<file path="src/hdl/tsd_pkg.sv">
// constants and carrier types for the timeslot demultiplexing sink
// Notes on behaviour
// RL1 - slip whole frames to adapt line to group clock
// RL2 - absorb line jitter and wander without slips
// RL3 - inactive slip stage sends all ones, reports nothing
// RL4 - trail fail forces all ones, restores promptly
// RL5 - count every controlled frame slip
// RL6 - account slips per one-second tick
// RL7 - plain demux extracts one timeslot 1 to 31
// RL8 - signalling demux extracts timeslot as LAPD channel
// RL9 - demux reads group only while activated
// RL10 - subset of instances, shared timeslots allowed
// RL11 - management deactivates mismatched sink instances
// RL12 - timeslots numbered 0 to 31 per frame
// RL13 - forward trail fail as server fail, pass data
// RL14 - demux server fail follows group fail input
package tsd_pkg;
   localparam int unsigned SLOTS_PER_FRAME = 32;
   localparam int unsigned SLOT_W = 5;
   localparam int unsigned OCTET_W = 8;
   localparam int unsigned FRAME_BUF_N = 4;
   localparam int unsigned FRAME_IDX_W = 2;
   localparam int unsigned FIFO_DEPTH = 32;
   localparam int unsigned FIFO_W = 1 + SLOT_W + OCTET_W;
   localparam int unsigned SLIP_CNT_W = 16;
   localparam int unsigned DONE_CNT_W = 3;
   localparam int unsigned FIRST_SLOT = 1;
   localparam logic [SLOT_W-1:0] LAST_SLOT = 5'h1F;
   localparam logic [SLOT_W-1:0] FRAMING_SLOT = 5'h00;
   localparam logic [OCTET_W-1:0] ALL_ONES = 8'hFF;
   localparam logic [OCTET_W-1:0] LAPD_FLAG = 8'h7E;
   localparam logic [DONE_CNT_W-1:0] ONE_FRAME_DONE = 3'h1;
   localparam logic [DONE_CNT_W-1:0] DONE_CNT_MAX = 3'h7;
   // group bit period in local clock cycles, 10 MHz / 5 = 2 MHz bit rate
   localparam int unsigned GRP_BIT_DIV = 5;

   typedef struct packed {
      logic sof;
      logic [SLOT_W-1:0] slot;
      logic [OCTET_W-1:0] octet;
   } tsd_word_t;

   typedef struct packed {
      logic [OCTET_W-1:0] data;
      logic [SLOT_W-1:0] slot;
      logic stb;
      logic fs;
      logic fail;
   } tsd_grp_t;

   typedef struct packed {
      logic [OCTET_W-1:0] data;
      logic stb;
      logic fs;
      logic ssf;
   } tsd_chan_t;
endpackage

</file>
<file path="src/hdl/tsd_sink.sv">
// slip buffer, termination and per-timeslot demultiplexers of the sink
`timescale 1ns/100ps

// generic fifo with valid and ready on both sides
module tsd_fifo #(
   parameter int unsigned W = 14,
   parameter int unsigned D = 32
) (
   input wire logic clk_i,
   input wire logic rst_b_i,
   input wire logic in_valid_i,
   output logic in_ready_o,
   input wire logic [W-1:0] in_data_i,
   output logic out_valid_o,
   input wire logic out_ready_i,
   output logic [W-1:0] out_data_o
);
   localparam int unsigned AW = $clog2(D);
   logic [W-1:0] mem [D];
   logic [AW-1:0] wp_q;
   logic [AW-1:0] rp_q;
   logic [AW:0] cnt_q;
   wire push = in_valid_i && in_ready_o;
   wire pop = out_valid_o && out_ready_i;

   // full and empty from occupancy
   assign in_ready_o = (cnt_q != (AW+1)'(D));
   assign out_valid_o = (cnt_q != '0);
   assign out_data_o = mem[rp_q];

   // storage
   always_ff @(posedge clk_i) begin
      if (push) begin
         mem[wp_q] <= in_data_i;
      end
   end

   // pointers and occupancy
   always_ff @(posedge clk_i or negedge rst_b_i) begin
      if (!rst_b_i) begin
         wp_q <= '0;
         rp_q <= '0;
         cnt_q <= '0;
      end else begin
         if (push) wp_q <= (wp_q == AW'(D - 1)) ? '0 : wp_q + AW'(1);
         if (pop) rp_q <= (rp_q == AW'(D - 1)) ? '0 : rp_q + AW'(1);
         if (push && !pop) cnt_q <= cnt_q + (AW+1)'(1);
         else if (pop && !push) cnt_q <= cnt_q - (AW+1)'(1);
      end
   end
endmodule // tsd_fifo

// one timeslot demultiplexer, plain or signalling
module tsd_demux #(
   parameter bit LAPD = 1'b0
) (
   input wire logic clk_i,
   input wire logic rst_b_i,
   input wire tsd_pkg::tsd_grp_t grp_i,
   input wire logic [tsd_pkg::SLOT_W-1:0] timeslot_i,
   input wire logic activate_in_i,
   input wire logic alarm_report_enable_i,
   output tsd_pkg::tsd_chan_t chan_o,
   output logic lapd_flag_o,
   output logic alarm_report_o
);
   tsd_pkg::tsd_chan_t chan_q;
   logic flag_q;
   logic rep_q;
   // slot 0 carries framing, so it selects nothing
   wire slot_ok = (timeslot_i != tsd_pkg::FRAMING_SLOT); // RL12
   wire hit = activate_in_i && slot_ok && grp_i.stb && (grp_i.slot == timeslot_i); // RL7 RL9 RL10
   wire [tsd_pkg::OCTET_W-1:0] octet = grp_i.fail ? tsd_pkg::ALL_ONES : grp_i.data; // RL4

   assign chan_o = chan_q;
   assign lapd_flag_o = flag_q;
   assign alarm_report_o = rep_q;

   // capture selected octet, pulse channel clock and frame start
   always_ff @(posedge clk_i or negedge rst_b_i) begin
      if (!rst_b_i) begin
         chan_q <= '{data: tsd_pkg::ALL_ONES, stb: 1'b0, fs: 1'b0, ssf: 1'b0};
         flag_q <= 1'b0;
         rep_q <= 1'b0;
      end else begin
         chan_q.stb <= hit; // RL7
         chan_q.fs <= hit;
         chan_q.ssf <= activate_in_i && grp_i.fail; // RL14
         rep_q <= LAPD && activate_in_i && grp_i.fail && alarm_report_enable_i;
         if (hit) begin
            chan_q.data <= octet;
            flag_q <= LAPD && (octet == tsd_pkg::LAPD_FLAG); // RL8
         end else if (!activate_in_i) begin
            chan_q.data <= tsd_pkg::ALL_ONES; // RL9
            flag_q <= 1'b0;
         end
      end
   end
endmodule // tsd_demux

// compound sink: line capture, slip buffer, termination, demux bank
module tsd_sink #(
   parameter int unsigned N_PLAIN = 4,
   parameter int unsigned N_LAPD = 2,
   parameter int unsigned BIT_DIV = tsd_pkg::GRP_BIT_DIV
) (
   input wire logic clk_i,
   input wire logic rst_b_i,
   input wire logic line_clk_i,
   input wire logic line_data_i,
   input wire logic line_fs_i,
   input wire logic trail_fail_in_i,
   input wire logic activate_in_i,
   input wire logic one_second_tick_i,
   input wire logic [N_PLAIN*tsd_pkg::SLOT_W-1:0] plain_slot_i,
   input wire logic [N_PLAIN-1:0] plain_active_i,
   input wire logic [N_LAPD*tsd_pkg::SLOT_W-1:0] lapd_slot_i,
   input wire logic [N_LAPD-1:0] lapd_active_i,
   input wire logic [N_LAPD-1:0] alarm_report_enable_i,
   output tsd_pkg::tsd_grp_t group_o,
   output logic server_fail_out_o,
   output logic [tsd_pkg::SLIP_CNT_W-1:0] near_end_slip_count_o,
   output logic [tsd_pkg::SLIP_CNT_W-1:0] slips_last_second_o,
   output logic line_overflow_o,
   output tsd_pkg::tsd_chan_t [N_PLAIN-1:0] plain_chan_o,
   output tsd_pkg::tsd_chan_t [N_LAPD-1:0] lapd_chan_o,
   output logic [N_LAPD-1:0] lapd_flag_o,
   output logic [N_LAPD-1:0] lapd_alarm_report_o
);
   localparam int unsigned DW = $clog2(BIT_DIV);
   localparam int unsigned MW = tsd_pkg::FRAME_IDX_W + tsd_pkg::SLOT_W;

   // two-stage synchronisers for line pins and fail input
   logic [3:0] sync1_q;
   logic [3:0] sync2_q;
   logic lclk_prev_q;
   always_ff @(posedge clk_i or negedge rst_b_i) begin
      if (!rst_b_i) begin
         sync1_q <= '0;
         sync2_q <= '0;
         lclk_prev_q <= 1'b0;
      end else begin
         sync1_q <= {trail_fail_in_i, line_fs_i, line_data_i, line_clk_i};
         sync2_q <= sync1_q;
         lclk_prev_q <= sync2_q[0];
      end
   end
   wire lclk_rise = sync2_q[0] && !lclk_prev_q;
   wire ldata = sync2_q[1];
   wire lfs = sync2_q[2];
   wire tfail = sync2_q[3];

   // line side octet assembly, frame start realigns bit and slot counts
   logic [2:0] lbit_q;
   logic [tsd_pkg::SLOT_W-1:0] lslot_q;
   logic [tsd_pkg::OCTET_W-1:0] lsh_q;
   logic oct_vld_q;
   tsd_pkg::tsd_word_t oct_q;
   logic fifo_in_ready;
   wire [2:0] bit_now = lfs ? 3'h0 : lbit_q;
   wire [tsd_pkg::SLOT_W-1:0] slot_now = lfs ? tsd_pkg::FRAMING_SLOT : lslot_q;
   wire [tsd_pkg::OCTET_W-1:0] sh_next = {lsh_q[6:0], ldata};
   always_ff @(posedge clk_i or negedge rst_b_i) begin
      if (!rst_b_i) begin
         lbit_q <= '0;
         lslot_q <= '0;
         lsh_q <= '0;
         oct_vld_q <= 1'b0;
         oct_q <= '0;
      end else begin
         oct_vld_q <= 1'b0;
         if (lclk_rise) begin
            lsh_q <= sh_next;
            lbit_q <= bit_now + 3'h1;
            if (bit_now == 3'h7) begin
               oct_vld_q <= 1'b1;
               oct_q <= '{sof: (slot_now == tsd_pkg::FRAMING_SLOT), slot: slot_now, octet: sh_next};
               lslot_q <= slot_now + tsd_pkg::SLOT_W'(1);
            end else begin
               lslot_q <= slot_now;
            end
         end
      end
   end

   // octet lost only when the fifo cannot take it
   logic ovf_q;
   always_ff @(posedge clk_i or negedge rst_b_i) begin
      if (!rst_b_i) ovf_q <= 1'b0;
      else ovf_q <= oct_vld_q && !fifo_in_ready;
   end
   assign line_overflow_o = ovf_q;

   // group timing: bit enable from divider, byte enable every eighth bit
   logic [DW-1:0] div_q;
   logic [2:0] gbit_q;
   wire bit_en = (div_q == DW'(BIT_DIV - 1));
   wire byte_en = bit_en && (gbit_q == 3'h7);
   always_ff @(posedge clk_i or negedge rst_b_i) begin
      if (!rst_b_i) begin
         div_q <= '0;
         gbit_q <= '0;
      end else begin
         div_q <= bit_en ? '0 : div_q + DW'(1);
         if (bit_en) gbit_q <= gbit_q + 3'h1;
      end
   end

   // fifo drains into the frame store, stalled on group read cycles
   tsd_pkg::tsd_word_t fifo_out;
   logic fifo_out_valid;
   wire fifo_out_ready = !byte_en;
   tsd_fifo #(.W(tsd_pkg::FIFO_W), .D(tsd_pkg::FIFO_DEPTH)) u_fifo (
      .clk_i(clk_i),
      .rst_b_i(rst_b_i),
      .in_valid_i(oct_vld_q),
      .in_ready_o(fifo_in_ready),
      .in_data_i(oct_q),
      .out_valid_o(fifo_out_valid),
      .out_ready_i(fifo_out_ready),
      .out_data_o(fifo_out)
   );

   // frame store of four frames keeps reader well clear of writer
   logic [tsd_pkg::OCTET_W-1:0] fstore [tsd_pkg::FRAME_BUF_N*tsd_pkg::SLOTS_PER_FRAME]; // RL2
   logic [tsd_pkg::FRAME_IDX_W-1:0] wr_frame_q;
   logic [tsd_pkg::FRAME_IDX_W-1:0] rd_frame_q;
   logic [tsd_pkg::SLOT_W-1:0] rd_slot_q;
   logic [tsd_pkg::DONE_CNT_W-1:0] done_q;
   logic primed_q;
   wire store_wr = fifo_out_valid && fifo_out_ready;
   wire frame_done = store_wr && (fifo_out.slot == tsd_pkg::LAST_SLOT);
   wire pick = byte_en && (rd_slot_q == tsd_pkg::LAST_SLOT);
   wire [tsd_pkg::SLOT_W-1:0] rd_slot_next = rd_slot_q + tsd_pkg::SLOT_W'(1);
   wire [tsd_pkg::FRAME_IDX_W-1:0] last_done = wr_frame_q - tsd_pkg::FRAME_IDX_W'(1);
   wire [tsd_pkg::FRAME_IDX_W-1:0] frame_sel = pick ? last_done : rd_frame_q;
   wire [MW-1:0] rd_addr = {frame_sel, rd_slot_next};
   wire [MW-1:0] wr_addr = {wr_frame_q, fifo_out.slot};
   // none or several frames written since last pick means a slip
   wire slip_evt = pick && primed_q && (done_q != tsd_pkg::ONE_FRAME_DONE); // RL1
   wire [tsd_pkg::DONE_CNT_W-1:0] done_inc = (done_q == tsd_pkg::DONE_CNT_MAX) ? done_q
                                              : done_q + tsd_pkg::DONE_CNT_W'(1);

   always_ff @(posedge clk_i) begin
      if (store_wr) begin
         fstore[wr_addr] <= fifo_out.octet;
      end
   end

   // writer and reader frame tracking
   always_ff @(posedge clk_i or negedge rst_b_i) begin
      if (!rst_b_i) begin
         wr_frame_q <= '0;
         rd_frame_q <= '0;
         rd_slot_q <= '0;
         done_q <= '0;
         primed_q <= 1'b0;
      end else begin
         if (frame_done) wr_frame_q <= wr_frame_q + tsd_pkg::FRAME_IDX_W'(1);
         if (frame_done) primed_q <= 1'b1;
         if (byte_en) rd_slot_q <= rd_slot_next;
         if (pick) begin
            rd_frame_q <= last_done; // RL1
            done_q <= frame_done ? tsd_pkg::ONE_FRAME_DONE : '0;
         end else if (frame_done) begin
            done_q <= done_inc;
         end
      end
   end

   // group output with all-ones insertion when failed or inactive
   tsd_pkg::tsd_grp_t grp_q;
   logic ssf_q;
   wire ais = tfail || !activate_in_i || !primed_q; // RL3 RL4
   always_ff @(posedge clk_i or negedge rst_b_i) begin
      if (!rst_b_i) begin
         grp_q <= '{data: tsd_pkg::ALL_ONES, slot: '0, stb: 1'b0, fs: 1'b0, fail: 1'b0};
         ssf_q <= 1'b0;
      end else begin
         ssf_q <= tfail; // RL13
         grp_q.stb <= byte_en;
         grp_q.fs <= byte_en && (rd_slot_next == tsd_pkg::FRAMING_SLOT);
         grp_q.fail <= tfail; // RL13
         if (byte_en) begin
            grp_q.slot <= rd_slot_next;
            grp_q.data <= ais ? tsd_pkg::ALL_ONES : fstore[rd_addr]; // RL3 RL4
         end
      end
   end
   // termination stage passes group signal and fail unchanged
   assign group_o = grp_q; // RL13
   assign server_fail_out_o = ssf_q;

   // slip counting, frozen and hidden while inactive
   logic [tsd_pkg::SLIP_CNT_W-1:0] slip_tot_q;
   logic [tsd_pkg::SLIP_CNT_W-1:0] slip_sec_q;
   logic [tsd_pkg::SLIP_CNT_W-1:0] slip_last_q;
   logic [tsd_pkg::SLIP_CNT_W-1:0] tot_out_q;
   wire count_slip = slip_evt && activate_in_i; // RL5
   always_ff @(posedge clk_i or negedge rst_b_i) begin
      if (!rst_b_i) begin
         slip_tot_q <= '0;
         slip_sec_q <= '0;
         slip_last_q <= '0;
         tot_out_q <= '0;
      end else begin
         if (count_slip) slip_tot_q <= slip_tot_q + tsd_pkg::SLIP_CNT_W'(1); // RL5
         // second boundary: latch and restart, a slip on the tick opens the new second
         if (one_second_tick_i) begin
            slip_last_q <= slip_sec_q; // RL6
            slip_sec_q <= count_slip ? tsd_pkg::SLIP_CNT_W'(1) : '0;
         end else if (count_slip) begin
            slip_sec_q <= slip_sec_q + tsd_pkg::SLIP_CNT_W'(1); // RL6
         end
         tot_out_q <= activate_in_i ? slip_tot_q : '0; // RL3
      end
   end
   assign near_end_slip_count_o = tot_out_q;
   assign slips_last_second_o = activate_in_i ? slip_last_q : '0; // RL3

   // demultiplexer bank, each instance with its own slot and activation
   genvar gi;
   generate
      for (gi = 0; gi < N_PLAIN; gi++) begin : g_plain
         tsd_demux #(.LAPD(1'b0)) u_dmx (
            .clk_i(clk_i),
            .rst_b_i(rst_b_i),
            .grp_i(grp_q),
            .timeslot_i(plain_slot_i[gi*tsd_pkg::SLOT_W +: tsd_pkg::SLOT_W]),
            .activate_in_i(plain_active_i[gi]),
            .alarm_report_enable_i(1'b0),
            .chan_o(plain_chan_o[gi]),
            .lapd_flag_o(),
            .alarm_report_o()
         );
      end
      for (gi = 0; gi < N_LAPD; gi++) begin : g_lapd
         tsd_demux #(.LAPD(1'b1)) u_dmx (
            .clk_i(clk_i),
            .rst_b_i(rst_b_i),
            .grp_i(grp_q),
            .timeslot_i(lapd_slot_i[gi*tsd_pkg::SLOT_W +: tsd_pkg::SLOT_W]),
            .activate_in_i(lapd_active_i[gi]),
            .alarm_report_enable_i(alarm_report_enable_i[gi]),
            .chan_o(lapd_chan_o[gi]),
            .lapd_flag_o(lapd_flag_o[gi]),
            .alarm_report_o(lapd_alarm_report_o[gi])
         );
      end
   endgenerate
endmodule // tsd_sink

</file>
<file path="config.mk">
export PLATFORM = sky130hd
export DESIGN_NAME = tsd_sink
export DESIGN_NICKNAME = d
export VERILOG_FILES = /design/src/hdl/tsd_pkg.sv /design/src/hdl/tsd_sink.sv
export SDC_FILE = /design/constraint.sdc
export NUM_CORES = 2
export LEC_CHECK = 0
export BUFFER_PORTS_ARGS = -buffer_cell sky130_fd_sc_hd__buf_2
export CORE_AREA = 3 3 495 350
export DETAILED_ROUTE_END_ITERATION = 12
export DIE_AREA = 0 0 498 353
export HOLD_SLACK_MARGIN = 0.12
export SLEW_MARGIN = 20
export SYNTH_ARGS = -nofsm -noshare
export SYNTH_HDL_FRONTEND = slang
export SYNTH_HIERARCHICAL = 1
export SYNTH_SLANG_ARGS = --single-unit
</file>
<file path="constraint.sdc">
create_clock -name clk_i -period 12.75 [get_ports clk_i]
set_input_delay 2.55 -clock clk_i [delete_from_list [all_inputs] [get_ports clk_i]]
set_output_delay 2.55 -clock clk_i [all_outputs]
set_load 0.01 [all_outputs]
</file>
==> metrics.md <==
| Metric | Value |
|---|---|
| Mapped cell area | `66000 sq um` |
| Synth Warn # | `6` |
| RSZ-0062 raised after global routing | `false` |
| Final Max Tran Viols | `0` |
| Number of fill cells in the layout | `14.4k` |
| Share of cells above drive strength 1 | `25.6%` |
| CTS tree | `yes` |
| Utilization after layout | `44.2%` |
| Routed wire length | `164000 um` |
| Commonest non-fill, non-tap cell in the layout | `edfxtp_1` |
| Grt total ovfl | `0` |
| Initial antenna violation count | `7` |
| Normalized max-slew margin | `24.7%` |
| Hold Path End | `sync2_q[2]$_DFF_PN0_` |
| HP Start | `sync1_q[2]$_DFF_PN0_` |
| Placed cell areas | `69300 sq um` |
| Total negative setup slack | `0 ns` |
| CTS Sinks | `1653` |
| Pwr per Cell Area | `200 nW/um^2` |
| Most frequent cells in the layout | `1440 x edfxtp_1, 326 x mux4_2, 240 x nor2_1` |
| Core area | `169000 sq um` |
| Num CTS Buffers | `158` |
| Layout area overhead | `12.7%` |
| Net count after synthesis | `3562` |
| Mean Syn Cell Area | `19.0 sq um` |
| Post-route insts no fill | `6070` |
| Post-DP HPWL | `99200 um` |
| GR Util All Layers | `18.5%` |
| Clock Pin Slew Worst Setup and Hold Paths | `0.06 ns` |
| Cell row count | `126` |
| Reg2reg path depth | `9` |
| # DRC | `0` |
| Die area | `176000 sq um` |
| Bufs on Longest Clock Path | `3` |
| Hold WC Path Type | `reg2reg` |
| H-tree depth | `4` |
| Clock root cell | `clkbuf_16` |
| Critical Path RT | `10.20 ns` |
| GP Congestion | `0.802` |
| Per-cell routed wire length | `27.0 um` |
| Reg-to-reg slack, setup | `7.11 ns` |
| Hold Vio Cnt, Final | `0` |
| Final period utilization | `45.3%` |
| Die W | `498 um` |
| Initial DRT Pass Iterations | `6` |
| Worst-Margin Slew | `1.13 ns` |
| Top-Level Pins | `166` |
| Maximum vdd drop | `206 uV` |
| Final setup violation count | `0` |
| Die H | `353 um` |
| Max-cap violations | `0` |
| Reg2Reg Launch Point | `u_fifo/rp_q[0]$_DFFE_PN0P_` |
| Via count | `33.5k` |
| Critical Path End Type | `output port` |
| Pleak | `24.9 nW` |
| Initial core utilization | `39.2%` |
| Critical path arrival | `3.22 ns` |
| Input/output buffers | `165` |
| Vias in the first global route | `33.0k` |
| Worst Setup Start Kind | `input port` |
| Post-CTS sizing | `0` |
| Setup Buffers After CTS | `0` |
| CP Max Fanout | `33` |
| Post-Route Skew | `0.0393 ns` |
| Synth Instances | `3482` |
| Post-route ant nets | `0` |
| First-pass GRT wire length | `239000 um` |
| Skew-Pair Late Insertion Delay | `0.81 ns` |
| Fin crit period | `5.77 ns` |
| DP Cell Count | `5772` |
| Vias per cell | `5.52` |
| Largest net degree at the start of global routing | `81` |
| Hold-fix buffers at CTS | `0` |
| 1st-iter DRT viols | `3707` |
| Critical path class | `in2out` |
| Fin area | `74400 sq um` |
| Final net count | `3772` |
| Highest clock rate | `0.173 GHz` |
| WHS Path Cells | `0` |
| Worst R2R End | `fstore[68][0]$_DFFE_PP_` |
| Status | `complete, no violations` |
-- where the power goes --
| group | leakage (nW) | switching [mW] | internal, mW |
|---|---|---|---|
| Sequential | 15.3 | 0.130 | 7.23 |
| Combinational | 7.19 | 2.39 | 0.499 |
| Clock | 2.48 | 2.08 | 2.57 |
| Total | 24.9 | 4.60 | 10.3 |
-- final cells by class --
type	count	area, sq um	share of cell area (%)
Sequential cell	1653	48700	65.4
Antenna cell	3	7.51	0.0101
Clock buffer	188	4130	5.55
Tap cell	2240	2800	3.77
Inverter	35	131	0.177
Clock inverter	107	1010	1.36
Timing Repair Buffer	232	1340	1.80
Multi-Input combinational cell	1612	16300	22.0
-- worst max-delay path by stage --
stage,start,end,slack [ns]
final,activate_in_i,slips_last_second_o[0],6.98
after global routing,u_fifo/rp_q[0]$_DFFE_PN0P_,fstore[68][0]$_DFFE_PP_,6.70
after CTS,activate_in_i,slips_last_second_o[0],6.96
after detailed placement,activate_in_i,slips_last_second_o[0],6.96
after global placement,activate_in_i,slips_last_second_o[13],6.98
after floorplan,activate_in_i,slips_last_second_o[0],7.29
-- layer usage --
layer  share of wire [%]  vias to the layer above  global-route usage, %
met3                  11                      194                   6.47
li1                    -                    14200                      -
met5               0.012                        -                      0
met4                 1.5                        2                   3.83
met1                  46                    17500                   28.6
met2                  42                     1541                   24.9
-- worst max-delay path, cell delays in order --
cell and delay (ns):
buf_2 0.34, and2_1 0.20, buf_2 0.13
-- sequential cells by signal (all words and copies together), names as in the netlist, 16 cells and up --
signal	flops
slip_last_q	16
slip_sec_q	16
g_lapd.u_dmx/chan_o	20
near_end_slip_count_o	16
u_fifo/mem	416
fstore	1024
slip_tot_q	16
g_plain.u_dmx/chan_o	40
-- through the flow --
step / hold WS, ns / setup slack [ns] / power [mW]
finish: 0.347 / 6.98 / 14.9
global route: 0.358 / 6.70 / 15.4
CTS: 0.349 / 6.96 / 15.0
detailed placement: 0.335 / 6.96 / 10.4
global placement: 0.334 / 6.98 / 10.4
floorplan: 0.331 / 7.29 / 9.01
No activity file was read; power rests on OpenSTA's default activity.
